File: src/inc/sadc_pkg.sv
// Purpose: shared constants and types of the converter mode control block
// Assumes: 100 MHz system clock, byte-wide registers on a plain port
// Notes:   all offsets are byte addresses on a 20-bit address bus
package sadc_pkg;

  // register map
  localparam int unsigned ADDR_W      = 20;
  localparam logic [19:0] OFF_MODE    = 20'hF_FF30;
  localparam logic [19:0] OFF_RES     = 20'hF_0010;
  localparam logic [19:0] OFF_STAT    = 20'hF_FF3C;
  localparam logic [7:0]  MODE_RST    = 8'h00;
  localparam logic [7:0]  RES_RST     = 8'h00;

  // field positions
  localparam int unsigned MODE_START_POS   = 7;
  localparam int unsigned MODE_DIVHI_POS   = 4;
  localparam int unsigned MODE_DIVLO_POS   = 3;
  localparam int unsigned MODE_SHORT_POS   = 1;
  localparam int unsigned MODE_CMPEN_POS   = 0;
  localparam int unsigned RES_TYPE_POS     = 0;
  localparam int unsigned STAT_SETTLED_POS = 0;
  localparam int unsigned STAT_BUSY_POS    = 1;
  localparam int unsigned STAT_EARLY_POS   = 2;

  // divider codes and terminal counts (divisor minus one)
  localparam logic [1:0] DIV_BY8  = 2'h0;
  localparam logic [1:0] DIV_BY4  = 2'h1;
  localparam logic [1:0] DIV_BY2  = 2'h2;
  localparam logic [1:0] DIV_BY1  = 2'h3;
  localparam logic [2:0] DIV8_TERM = 3'h7;
  localparam logic [2:0] DIV4_TERM = 3'h3;
  localparam logic [2:0] DIV2_TERM = 3'h1;
  localparam logic [2:0] DIV1_TERM = 3'h0;

  // conversion lengths in conversion clocks
  localparam logic [4:0] TOT_10_LONG  = 5'h17;
  localparam logic [4:0] TOT_10_SHORT = 5'h11;
  localparam logic [4:0] TOT_8_LONG   = 5'h15;
  localparam logic [4:0] TOT_8_SHORT  = 5'h0F;
  localparam logic [4:0] SAMP_LONG    = 5'h09;
  localparam logic [4:0] SAMP_SHORT   = 5'h03;
  localparam int unsigned SAR_W       = 10;
  localparam logic [3:0] MSB_IDX      = 4'h9;
  localparam logic [3:0] LSB_IDX_10   = 4'h0;
  localparam logic [3:0] LSB_IDX_8    = 4'h2;

  // comparator settling time
  localparam int unsigned CLK_PERIOD_NS = 10;
  localparam int unsigned SETTLE_NS     = 100;
  localparam int unsigned SETTLE_CYC    = (SETTLE_NS + CLK_PERIOD_NS - 1) / CLK_PERIOD_NS;
  localparam logic [3:0]  SETTLE_CNT    = 4'(SETTLE_CYC);

  typedef enum logic [1:0] {ST_IDLE, ST_SAMPLE, ST_RESOLVE, ST_FINISH} sadc_state_e;

endpackage

File: src/design/sadc_clkdiv.sv
// Purpose: conversion clock enable, system clock divided by 8, 4, 2 or 1
// Assumes: restart aligns the first conversion clock to a start
// Notes:   tick is a one-cycle pulse at the end of each conversion clock
`timescale 1ns/1ps
module sadc_clkdiv
  import sadc_pkg::*;
(
  input  wire logic       clk_i,
  input  wire logic       rst_i,
  input  wire logic       restart_i,
  input  wire logic [1:0] sel_i,
  output logic            tick_o
);

  logic [2:0] cnt_reg;
  logic [2:0] term;

  // terminal count from the divider field
  always_comb begin
    case (sel_i)
      DIV_BY8: term = DIV8_TERM;
      DIV_BY4: term = DIV4_TERM;
      DIV_BY2: term = DIV2_TERM;
      default: term = DIV1_TERM;
    endcase
  end

  // free-running count, restarted so each conversion starts on a full clock
  always_ff @(posedge clk_i) begin
    if (rst_i || restart_i) begin
      cnt_reg <= 3'h0;
    end else if (cnt_reg >= term) begin
      cnt_reg <= 3'h0;
    end else begin
      cnt_reg <= cnt_reg + 3'h1;
    end
  end

  assign tick_o = (cnt_reg >= term) && !restart_i;

endmodule

File: src/design/sadc_mode_control.sv
// Purpose: mode control of a successive-approximation converter
// Assumes: synchronous comparator result on CMP_I, plain register port
// Notes:   result registers are outputs here; channel select lives elsewhere
//
// Our own choice: the address-and-strobe port.
`timescale 1ns/1ps
module sadc_mode_control
  import sadc_pkg::*;
(
  input  wire logic              CLK_SYS_I,
  input  wire logic              RESET_I,
  input  wire logic              CLK_GATE_EN_I,
  input  wire logic [ADDR_W-1:0] ADDR_I,
  input  wire logic [7:0]        WDATA_I,
  input  wire logic [7:0]        WMASK_I,
  input  wire logic              WR_I,
  input  wire logic              RD_I,
  input  wire logic              CMP_I,
  output logic      [7:0]        RDATA_O,
  output logic                   COMP_EN_O,
  output logic                   SAMPLE_O,
  output logic      [SAR_W-1:0]  SAR_TRIAL_O,
  output logic      [SAR_W-1:0]  RESULT_O,
  output logic                   DONE_IRQ_O
);

  logic              clr;
  logic              wr_mode;
  logic              wr_res;
  logic              ce_new;
  logic              start_evt;
  logic              stop_evt;
  logic              done_evt;
  logic              conv_tick;
  logic [1:0]        div_reg;
  logic              short_reg;
  logic              ce_reg;
  logic              cs_reg;
  logic              res_reg;
  logic [3:0]        settle_reg;
  logic              early_reg;
  sadc_state_e       state_reg;
  sadc_state_e       state_next;
  logic [4:0]        tick_cnt_reg;
  logic [4:0]        tick_cnt_next;
  logic [3:0]        bit_idx_reg;
  logic [3:0]        bit_idx_next;
  logic [SAR_W-1:0]  sar_reg;
  logic [SAR_W-1:0]  sar_next;
  logic [4:0]        tot_sel;
  logic [4:0]        samp_sel;
  logic [3:0]        lsb_sel;
  logic [7:0]        mode_rd;
  logic [7:0]        stat_rd;
  logic [7:0]        rdata_reg;
  logic [SAR_W-1:0]  result_reg;
  logic              done_reg;
  logic              sample_reg;

  // gate off behaves like reset and swallows writes
  assign clr     = RESET_I || !CLK_GATE_EN_I;
  assign wr_mode = WR_I && (ADDR_I == OFF_MODE) && CLK_GATE_EN_I;
  assign wr_res  = WR_I && (ADDR_I == OFF_RES) && CLK_GATE_EN_I;

  // enable value as it stands after this write; a mask bit per data bit
  assign ce_new    = WMASK_I[MODE_CMPEN_POS] ? WDATA_I[MODE_CMPEN_POS] : ce_reg;
  // start only from standby with the comparator staying enabled
  assign start_evt = wr_mode && WMASK_I[MODE_START_POS] && WDATA_I[MODE_START_POS]
                     && !cs_reg && ce_reg && ce_new;
  // a zero on start, or dropping the enable, ends the conversion at once
  assign stop_evt  = wr_mode && ((WMASK_I[MODE_START_POS] && !WDATA_I[MODE_START_POS])
                     || (WMASK_I[MODE_CMPEN_POS] && !WDATA_I[MODE_CMPEN_POS]));

  // conversion length and sampling length from resolution and sampling option
  always_comb begin
    case ({res_reg, short_reg})
      2'b00:   tot_sel = TOT_10_LONG;
      2'b01:   tot_sel = TOT_10_SHORT;
      2'b10:   tot_sel = TOT_8_LONG;
      default: tot_sel = TOT_8_SHORT;
    endcase
    samp_sel = short_reg ? SAMP_SHORT : SAMP_LONG;
    lsb_sel  = res_reg ? LSB_IDX_8 : LSB_IDX_10;
  end

  sadc_clkdiv u_clkdiv (
    .clk_i     (CLK_SYS_I),
    .rst_i     (clr),
    .restart_i (start_evt),
    .sel_i     (div_reg),
    .tick_o    (conv_tick)
  );

  // mode fields; reserved bits are not stored and read zero
  always_ff @(posedge CLK_SYS_I) begin
    if (clr) begin
      div_reg   <= MODE_RST[MODE_DIVHI_POS:MODE_DIVLO_POS];
      short_reg <= MODE_RST[MODE_SHORT_POS];
      ce_reg    <= MODE_RST[MODE_CMPEN_POS];
    end else if (wr_mode) begin
      if (WMASK_I[MODE_DIVHI_POS]) begin
        div_reg[1] <= WDATA_I[MODE_DIVHI_POS];
      end
      if (WMASK_I[MODE_DIVLO_POS]) begin
        div_reg[0] <= WDATA_I[MODE_DIVLO_POS];
      end
      if (WMASK_I[MODE_SHORT_POS]) begin
        short_reg <= WDATA_I[MODE_SHORT_POS];
      end
      if (WMASK_I[MODE_CMPEN_POS]) begin
        ce_reg <= WDATA_I[MODE_CMPEN_POS];
      end
    end
  end

  // start bit: software clear and hardware end win over a set
  always_ff @(posedge CLK_SYS_I) begin
    if (clr) begin
      cs_reg <= MODE_RST[MODE_START_POS];
    end else if (stop_evt || done_evt) begin
      cs_reg <= 1'b0;
    end else if (start_evt) begin
      cs_reg <= 1'b1;
    end
  end

  // resolution register, only bit 0 is kept
  always_ff @(posedge CLK_SYS_I) begin
    if (clr) begin
      res_reg <= RES_RST[RES_TYPE_POS];
    end else if (wr_res && WMASK_I[RES_TYPE_POS]) begin
      res_reg <= WDATA_I[RES_TYPE_POS];
    end
  end

  // comparator settling count; a start before it ends marks the result suspect
  always_ff @(posedge CLK_SYS_I) begin
    if (clr || !ce_reg) begin
      settle_reg <= 4'h0;
    end else if (settle_reg != SETTLE_CNT) begin
      settle_reg <= settle_reg + 4'h1;
    end
  end

  always_ff @(posedge CLK_SYS_I) begin
    if (clr) begin
      early_reg <= 1'b0;
    end else if (start_evt) begin
      early_reg <= (settle_reg != SETTLE_CNT);
    end
  end

  // conversion sequencer, advancing once per conversion clock
  always_comb begin
    state_next    = state_reg;
    tick_cnt_next = tick_cnt_reg;
    bit_idx_next  = bit_idx_reg;
    sar_next      = sar_reg;
    done_evt      = 1'b0;
    if (start_evt) begin
      state_next    = ST_SAMPLE;
      tick_cnt_next = 5'h00;
      bit_idx_next  = MSB_IDX;
      sar_next      = '0;
    end else if (stop_evt) begin
      state_next = ST_IDLE;
    end else if (conv_tick && (state_reg != ST_IDLE)) begin
      tick_cnt_next = tick_cnt_reg + 5'h01;
      case (state_reg)
        ST_SAMPLE: begin
          // sampling done; first trial is half scale
          if (tick_cnt_reg == samp_sel - 5'h01) begin
            state_next        = ST_RESOLVE;
            sar_next[MSB_IDX] = 1'b1;
          end
        end
        ST_RESOLVE: begin
          // keep or drop the trial bit, then try the next lower one
          sar_next[bit_idx_reg] = CMP_I;
          if (bit_idx_reg == lsb_sel) begin
            state_next = ST_FINISH;
          end else begin
            bit_idx_next           = bit_idx_reg - 4'h1;
            sar_next[bit_idx_next] = 1'b1;
          end
        end
        ST_FINISH: begin
          // spare clocks round the conversion up to its full length
          if (tick_cnt_reg == tot_sel - 5'h01) begin
            done_evt   = 1'b1;
            state_next = ST_IDLE;
          end
        end
        default: begin
          state_next = ST_IDLE;
        end
      endcase
    end
  end

  always_ff @(posedge CLK_SYS_I) begin
    if (clr) begin
      state_reg    <= ST_IDLE;
      tick_cnt_reg <= 5'h00;
      bit_idx_reg  <= MSB_IDX;
      sar_reg      <= '0;
    end else begin
      state_reg    <= state_next;
      tick_cnt_reg <= tick_cnt_next;
      bit_idx_reg  <= bit_idx_next;
      sar_reg      <= sar_next;
    end
  end

  // result and done pulse in the same edge; 8-bit leaves the two lsbs zero
  always_ff @(posedge CLK_SYS_I) begin
    if (RESET_I || !CLK_GATE_EN_I) begin
      result_reg <= '0;
      done_reg   <= 1'b0;
    end else begin
      done_reg <= done_evt;
      if (done_evt) begin
        result_reg <= sar_reg;
      end
    end
  end

  always_ff @(posedge CLK_SYS_I) begin
    if (clr) begin
      sample_reg <= 1'b0;
    end else begin
      sample_reg <= (state_next == ST_SAMPLE);
    end
  end

  // read mux; data stands only in the cycle after the strobe
  assign mode_rd = {cs_reg, 2'b00, div_reg, 1'b0, short_reg, ce_reg};
  assign stat_rd = {5'h00, early_reg, (state_reg != ST_IDLE), (settle_reg == SETTLE_CNT)};

  always_ff @(posedge CLK_SYS_I) begin
    if (RESET_I) begin
      rdata_reg <= 8'h00;
    end else if (RD_I) begin
      case (ADDR_I)
        OFF_MODE: rdata_reg <= mode_rd;
        OFF_RES:  rdata_reg <= {7'h00, res_reg};
        OFF_STAT: rdata_reg <= stat_rd;
        default:  rdata_reg <= 8'h00;
      endcase
    end else begin
      rdata_reg <= 8'h00;
    end
  end

  assign RDATA_O     = rdata_reg;
  assign COMP_EN_O   = ce_reg;
  assign SAMPLE_O    = sample_reg;
  assign SAR_TRIAL_O = sar_reg;
  assign RESULT_O    = result_reg;
  assign DONE_IRQ_O  = done_reg;

  // helper counts of conversion clocks, independent of the sequencer
  logic [4:0] h_tot;
  logic [4:0] h_samp;
  always_ff @(posedge CLK_SYS_I) begin
    if (clr || start_evt) begin
      h_tot  <= 5'h00;
      h_samp <= 5'h00;
    end else if (conv_tick && state_reg != ST_IDLE) begin
      h_tot  <= h_tot + 5'h01;
      h_samp <= h_samp + ((state_reg == ST_SAMPLE) ? 5'h01 : 5'h00);
    end
  end

  property p_reset_clear;
    @(posedge CLK_SYS_I) RESET_I |=> (mode_rd == MODE_RST) && !res_reg;
  endproperty
  a_reset_clear: assert property (p_reset_clear) else $error("registers not cleared");

  property p_start_needs_ce;
    @(posedge CLK_SYS_I) disable iff (RESET_I) $rose(cs_reg) |-> $past(ce_reg) && ce_reg;
  endproperty
  a_start_needs_ce: assert property (p_start_needs_ce) else $error("start without enable");

  property p_write_zero_clears;
    @(posedge CLK_SYS_I) disable iff (RESET_I)
      (wr_mode && WMASK_I[MODE_START_POS] && !WDATA_I[MODE_START_POS]) |=> !cs_reg && !SAMPLE_O;
  endproperty
  a_write_zero_clears: assert property (p_write_zero_clears) else $error("start not cleared");

  property p_no_prohibited;
    @(posedge CLK_SYS_I) disable iff (RESET_I) cs_reg |-> ce_reg;
  endproperty
  a_no_prohibited: assert property (p_no_prohibited) else $error("start set, enable clear");

  property p_ce_write;
    @(posedge CLK_SYS_I) disable iff (RESET_I)
      (wr_mode && WMASK_I[MODE_CMPEN_POS]) |=> COMP_EN_O == $past(WDATA_I[MODE_CMPEN_POS]);
  endproperty
  a_ce_write: assert property (p_ce_write) else $error("enable not written");

  property p_div8_spacing;
    @(posedge CLK_SYS_I) disable iff (clr)
      (conv_tick && div_reg == DIV_BY8 && state_reg == ST_RESOLVE && !WR_I)
        |=> (!conv_tick)[*7] ##1 conv_tick;
  endproperty
  a_div8_spacing: assert property (p_div8_spacing) else $error("divide by 8 wrong");

  property p_conv_length;
    @(posedge CLK_SYS_I) disable iff (clr)
      done_evt |-> (h_tot + 5'h01 == tot_sel) && (h_samp == samp_sel);
  endproperty
  a_conv_length: assert property (p_conv_length) else $error("conversion length wrong");

  property p_res_readback;
    @(posedge CLK_SYS_I) disable iff (RESET_I)
      (RD_I && ADDR_I == OFF_RES) |=> (RDATA_O[7:1] == 7'h00) && (RDATA_O[0] == res_reg);
  endproperty
  a_res_readback: assert property (p_res_readback) else $error("resolution readback wrong");

  property p_bit_write;
    @(posedge CLK_SYS_I) disable iff (clr)
      (wr_res && !WMASK_I[RES_TYPE_POS]) |=> $stable(res_reg);
  endproperty
  a_bit_write: assert property (p_bit_write) else $error("masked bit changed");

  property p_done_latch;
    @(posedge CLK_SYS_I) disable iff (clr)
      DONE_IRQ_O |-> (RESULT_O == SAR_TRIAL_O) && !cs_reg ##1 !DONE_IRQ_O;
  endproperty
  a_done_latch: assert property (p_done_latch) else $error("done without result");

  property p_gate_holds;
    @(posedge CLK_SYS_I) disable iff (RESET_I)
      !CLK_GATE_EN_I |=> (mode_rd == MODE_RST) && !res_reg && !SAMPLE_O;
  endproperty
  a_gate_holds: assert property (p_gate_holds) else $error("gate off not cleared");

  property p_eight_bit_lsbs;
    @(posedge CLK_SYS_I) disable iff (clr)
      (DONE_IRQ_O && res_reg) |-> RESULT_O[1:0] == 2'b00;
  endproperty
  a_eight_bit_lsbs: assert property (p_eight_bit_lsbs) else $error("8-bit lsbs set");

endmodule

File: config.mk
export PLATFORM = sky130hd
export DESIGN_NAME = sadc_mode_control
export DESIGN_NICKNAME = d
export VERILOG_FILES = /design/src/inc/sadc_pkg.sv /design/src/design/sadc_clkdiv.sv /design/src/design/sadc_mode_control.sv
export SDC_FILE = /design/constraint.sdc
export NUM_CORES = 1
export LEC_CHECK = 0
export ABC_AREA = 1
export BUFFER_PORTS_ARGS = -buffer_cell sky130_fd_sc_hd__buf_2
export CAP_MARGIN = 15
export CORE_MARGIN = 2
export CORE_UTILIZATION = 35
export CTS_CLUSTER_SIZE = 40
export DETAILED_ROUTE_END_ITERATION = 7
export SYNTH_ARGS = -nofsm -noshare
export SYNTH_HDL_FRONTEND = slang
export SYNTH_SLANG_ARGS = --single-unit
export TNS_END_PERCENT = 1
File: constraint.sdc
create_clock -name CLK_SYS_I -period 1.6 [get_ports CLK_SYS_I]
set_input_delay 0 -clock CLK_SYS_I [delete_from_list [all_inputs] [get_ports CLK_SYS_I]]
set_output_delay 0 -clock CLK_SYS_I [all_outputs]
set_load 0.005 [all_outputs]
Word-level counts from Yosys, hierarchy flattened --
Index checks and enable logic that the tools add are counted.
Storage, ports and cells: logic and storage cells 119, output and inout port bits 31, input bits 42, register bits after elaboration 55
Cells by class: add/sub/neg operators 6, order comparisons 5, muxes and demuxes 26, equality and inequality tests 17, reduce and logical (&&, ||, !) cells 43, bitwise logic cells 4
Operators with widths (number):
- $eq 20x20->1 const B | 3
- $pmux 8 s3 | 1
- $logic_and 1x1->1 | 17
- $pmux 5 s3 | 1
- $mux 2 | 7
- $bwmux 10 | 1
- $eq 5x5->1 | 2
- $lt 4x5->1 const B | 2
- $mux 10 | 1
- $or 10x10->10 | 1
- $mux 1 | 9
- $pmux 3 s3 | 1
- $demux 1 s4 | 2
- $eq 2x1->1 const B | 4
- $eq 2x2->1 const B | 4
- $ge 4x1->1 const B | 2
- $reduce_and 2->1 | 4
- $reduce_and 4->1 | 2
- $reduce_or 2->1 | 4
- $logic_not 1->1 | 6
- $pmux 2 s3 | 1
- $add 5x1->5 const B | 1
- $logic_or 1x1->1 | 5
- $sub 4x1->5 const B | 1
- other kinds (15) | 19

Depth between registers and ports, before layout --
depth in word-level cells 16, mapped depth 14, gate-level depth less buffers 14

By module --
From an unflattened synthesis, not the netlist that was laid out.
Unflattened totals: cell total of the unflattened synthesis 449, area, all modules 3089.2 µm²
By module, submodules not included:
- sadc_mode_control | area each 2891.5 µm², cells each 424, instances 1
- sadc_clkdiv | area each 197.7 µm², cells each 25, instances 1

Least setup slack after synthesis --
Ideal clock, no wire load.
path kind register -> register, start point reg div_reg[1], end point reg result_reg[0], in the netlist RESULT_O[0], setup time 113 ps, required time 1487 ps, slack -133 ps, data arrival time 1620 ps, stages on the path, launching flop included 14, clock period less this slack 1733 ps, buffers on the path 1, cell sequence dfxtp_1 inv_1 nand2_1 ha_1 nand3_1 nand3_1 nand2_1 inv_1 nand3_4 nor2_2 inv_2 buf_6 nand3_1 nand2_1
Between the ends: cells in the longest elaborated chain, start to end 8, elaborated cells on any way between the ends 10, classes of those cells order compare: 1; eq/ne: 2; mux: 4; reduce/logical: 3
RTL lines:
- from (decl) | RTL line sadc_mode_control.sv:35 | logic [1:0] div_reg;
- from (signal assigned) | RTL line sadc_mode_control.sv:97 | div_reg <= MODE_RST[MODE_DIVHI_POS:MODE_DIVLO_POS];
- from (signal assigned) | RTL line sadc_mode_control.sv:102 | div_reg[1] <= WDATA_I[MODE_DIVHI_POS];
- $eq 2x2->1, or another cell as far along | RTL line sadc_clkdiv.sv:20 | case (sel_i)
- $pmux 3 s3 * | RTL line sadc_clkdiv.sv:20
- $ge 3x3->1 * | RTL line sadc_clkdiv.sv:39 | assign tick_o = (cnt_reg >= term) && !restart_i;
- $logic_and 1x1->1 * | RTL line sadc_clkdiv.sv:39
- $logic_and 1x1->1 *
- $mux 1 * | RTL line sadc_mode_control.sv:167 | end else if (conv_tick && (state_reg != ST_IDLE)) begin
- $mux 1 * | RTL line sadc_mode_control.sv:165 | end else if (stop_evt) begin
- $mux 1 * | RTL line sadc_mode_control.sv:160 | if (start_evt) begin
- to (signal assigned) | RTL line sadc_mode_control.sv:223 | result_reg <= sar_reg;
- to (decl) | RTL line sadc_mode_control.sv:56 | logic [SAR_W-1:0] result_reg;
Mark *: on every way between the ends. The rest lies on a longest branch, timed or not. A chain may end at the register's enable or synchronous reset.

Worst setup path after layout --
start point reg div_reg[1], end point reg sample_reg, in the netlist SAMPLE_O
Between the ends: cells in the longest elaborated chain, start to end 9, elaborated cells on any way between the ends 11, classes of those cells order compare: 1; eq/ne: 3; mux: 4; reduce/logical: 3
RTL lines:
- $eq 2x2->1, or another cell as far along | RTL line sadc_clkdiv.sv:20
- $pmux 3 s3 * | RTL line sadc_clkdiv.sv:20
- $ge 3x3->1 * | RTL line sadc_clkdiv.sv:39
- $logic_and 1x1->1 * | RTL line sadc_clkdiv.sv:39
- $logic_and 1x1->1 *
- $mux 2 * | RTL line sadc_mode_control.sv:167
- $mux 2 * | RTL line sadc_mode_control.sv:165
- $mux 2 * | RTL line sadc_mode_control.sv:160
- $eq 2x1->1 * | RTL line sadc_mode_control.sv:232 | sample_reg <= (state_next == ST_SAMPLE);
- to (signal assigned) | RTL line sadc_mode_control.sv:232
- to (decl) | RTL line sadc_mode_control.sv:58 | logic sample_reg;
Marks and branches as above.

==> run metrics <==
Crit. path cell count 14; Vias/cell 4.75; final std cells w/o fill 645; clock slew at reported path FFs 0.09 ns; crit path launch type flop; Global Route Usage Sum 16.9%; Layout area overhead 32.9%; Clock Tree Buf Depth 2; largest net degree at the start of global routing 28; Pleak 1.93 nW; Placed Cells 630; vias in the first global route 2986; Post-Synthesis Cells 440; Initial DRC Count 110; Yosys Warn Count 0; total grt overflow 0; core box area 8300 µm²; WS Path Type reg2reg; synthesized area per cell 6.86 µm²; Min Clock Period, post-route 1.73 ns; first-pass iteration count of the detailed router 4; setup ws final -0.132 ns; TritonCTS buffer count 5; fin nets 595; post-layout instance area 4010 µm²; Final Power 2.43 mW; post-synthesis cell type count 35; GPL Wtd Cong 0.914; Util after Layout 48.3%; vias 3065; Max-cap violations 0; final setup skew 0.00857 ns; htree depth 2; Max VDD drop 0.000343 V; I/O pins 73; area of the die 9380 µm²; CTS root buf clkbuf_8; crit-path most repeated cell nand2_1; clk_lat worst skew 0.30 ns; mapped cell area 3020 µm²; Pwr per Cell Area 605 nW/µm²; Port Buffer Count 64; most frequent cells in the layout 77 x nand2_1, 64 x buf_2, 55 x nor2_1; final setup TNS -1.78 ns; # diodes 0; Setup-failing EPs final 33; Seq/Total Area, Yosys 35.2%; Routed Antenna Nets 0; Slowest Stage Delay on Critical Path 0.35 ns; final period utilization 108%; Final Hold Fails 0; Worst Hold Class in2reg; worst path buffer plus inverter count 3; Row Count 33; most common cell after layout, fill and taps aside nand2_1; hold path cells 3; CTS tree done; register cell area after layout 1060 µm²; Crit-path slowest cell dfxtp_2; dpl ws -0.178 ns; Die Ht 96.9 µm; Clock Sinks 53; Die W 96.9 µm; RSZ-0062 raised after global routing true; Post-DP HPWL 5970 µm; status finished, violations left; Placement Cell Area 3700 µm²; Hold WS 0.0640 ns; failing checks setup timing; max-slew violation count 0; crit end category flop; worst path cell trace inv_2 -> nand2_2 -> ha_4 -> a21oi_4 -> nand3_2 -> nand2_2 -> clkinv_4 -> buf_4 -> nand2_2 -> nand2_1 -> nand2_1 -> nand2_1 -> nand2_1 -> nor2_1; CP Data Arrival Time 1.92 ns; Avg WL per Cell 11.9 µm; R2R cell count 14; first-pass GRT wire length 13400 µm; DR DRC count 0; final wirelength 7690 µm; Starting Density 36.4%; area of the multi-input gates 1790 µm²; layout cell share with drive strength beyond 1 30.0%; flops & latches, synth 53; filler cell count 840; initial antenna violation count 0; required time of the worst setup path 1.78 ns; CP Max Fanout 6; f_max 0.577 GHz; delay-heaviest family, CP simple AND/OR/NAND/NOR gates
==> worst paths after layout <==
path	startpoint	to	slack [ns]
hold reg to reg	early_reg	RDATA_O[2]	0.46
setup / recovery	div_reg[1]	SAMPLE_O	-0.13
setup reg to reg	div_reg[1]	SAMPLE_O	-0.13
hold / removal	RD_I	RDATA_O[3]	0.06
==> cell families (layout without fill, tap and decap cells) <==
logic type,count (synthesis),after routing,synth area share [%]
other,1,2,0.124
xor gates and xnor gates,8,8,2.32
adders and majority gates,14,14,5.80
buffers and inverters,69,168,9.70
and+or+nand+nor,235,235,35.8
DFF,53,53,35.2
AOI/OAI and AO/OA,60,60,11.1
==> repair_timing <==
action	in CTS	in global routing
endpoints found under the setup margin	34	34
hold endpoints to repair	4	0
cloned	0	0
resized for setup	27	16
hold buffers	7	0
pin swaps	15	5
setup buffers	0	0
==> synthesized netlist by cell type (all sizes together) <==
library cell,instances,area share (%)
dfxtp,53,35
clkinv,2,0.25
o21ai,29,5.4
a31o,1,0.29
clkbuf,3,0.41
nor2,72,10
o22ai,4,0.83
xnor2,3,0.87
conb,1,0.12
ha,14,5.8
o221ai,1,0.29
or2,2,0.41
a21oi,24,4.0
nand2,87,11
xor2,5,1.5
o21bai,1,0.25
inv,57,7.1
nand3b,1,0.25
nand3,56,9.7
nor3,10,1.7
buf,7,1.9
nand4,7,2.4
==> per-layer routing <==
metal  part of all wire (%)  wire length (µm)  global-route usage [%]
met3                    1.9               143                    3.03
met1                     46              3540                    21.1
met5                      0                 0                       0
met4                   0.96                74                    4.77
met2                     51              3930                    29.5
==> area by class of cell <==
cell class              count  area share [%]
inverters                  59            5.96
repair buffers            101            16.8
well taps                 105            3.28
clock inverters             1           0.749
clock buffers               7            2.15
flip-flops and latches     53            26.5
multi-input cells         319            44.6
==> power breakdown <==
part	total [mW]	switching, mW	leakage [nW]	internal [mW]
combinational	0.174	0.0961	1.45	0.0781
clock	0.931	0.421	0.0585	0.511
sequential	1.32	0.00165	0.428	1.32
total	2.43	0.519	1.93	1.91
==> worst reg2reg max path, cell delays in order (launching register included) <==
cell	delay (ns)
dfxtp_2	0.35
inv_2	0.06
nand2_2	0.05
ha_4	0.23
a21oi_4	0.13
nand3_2	0.11
nand2_2	0.10
clkinv_4	0.10
buf_4	0.15
nand2_2	0.06
nand2_1	0.05
nand2_1	0.07
nand2_1	0.05
nand2_1	0.05
nor2_1	0.04
Power figures use the tool's default switching activity.
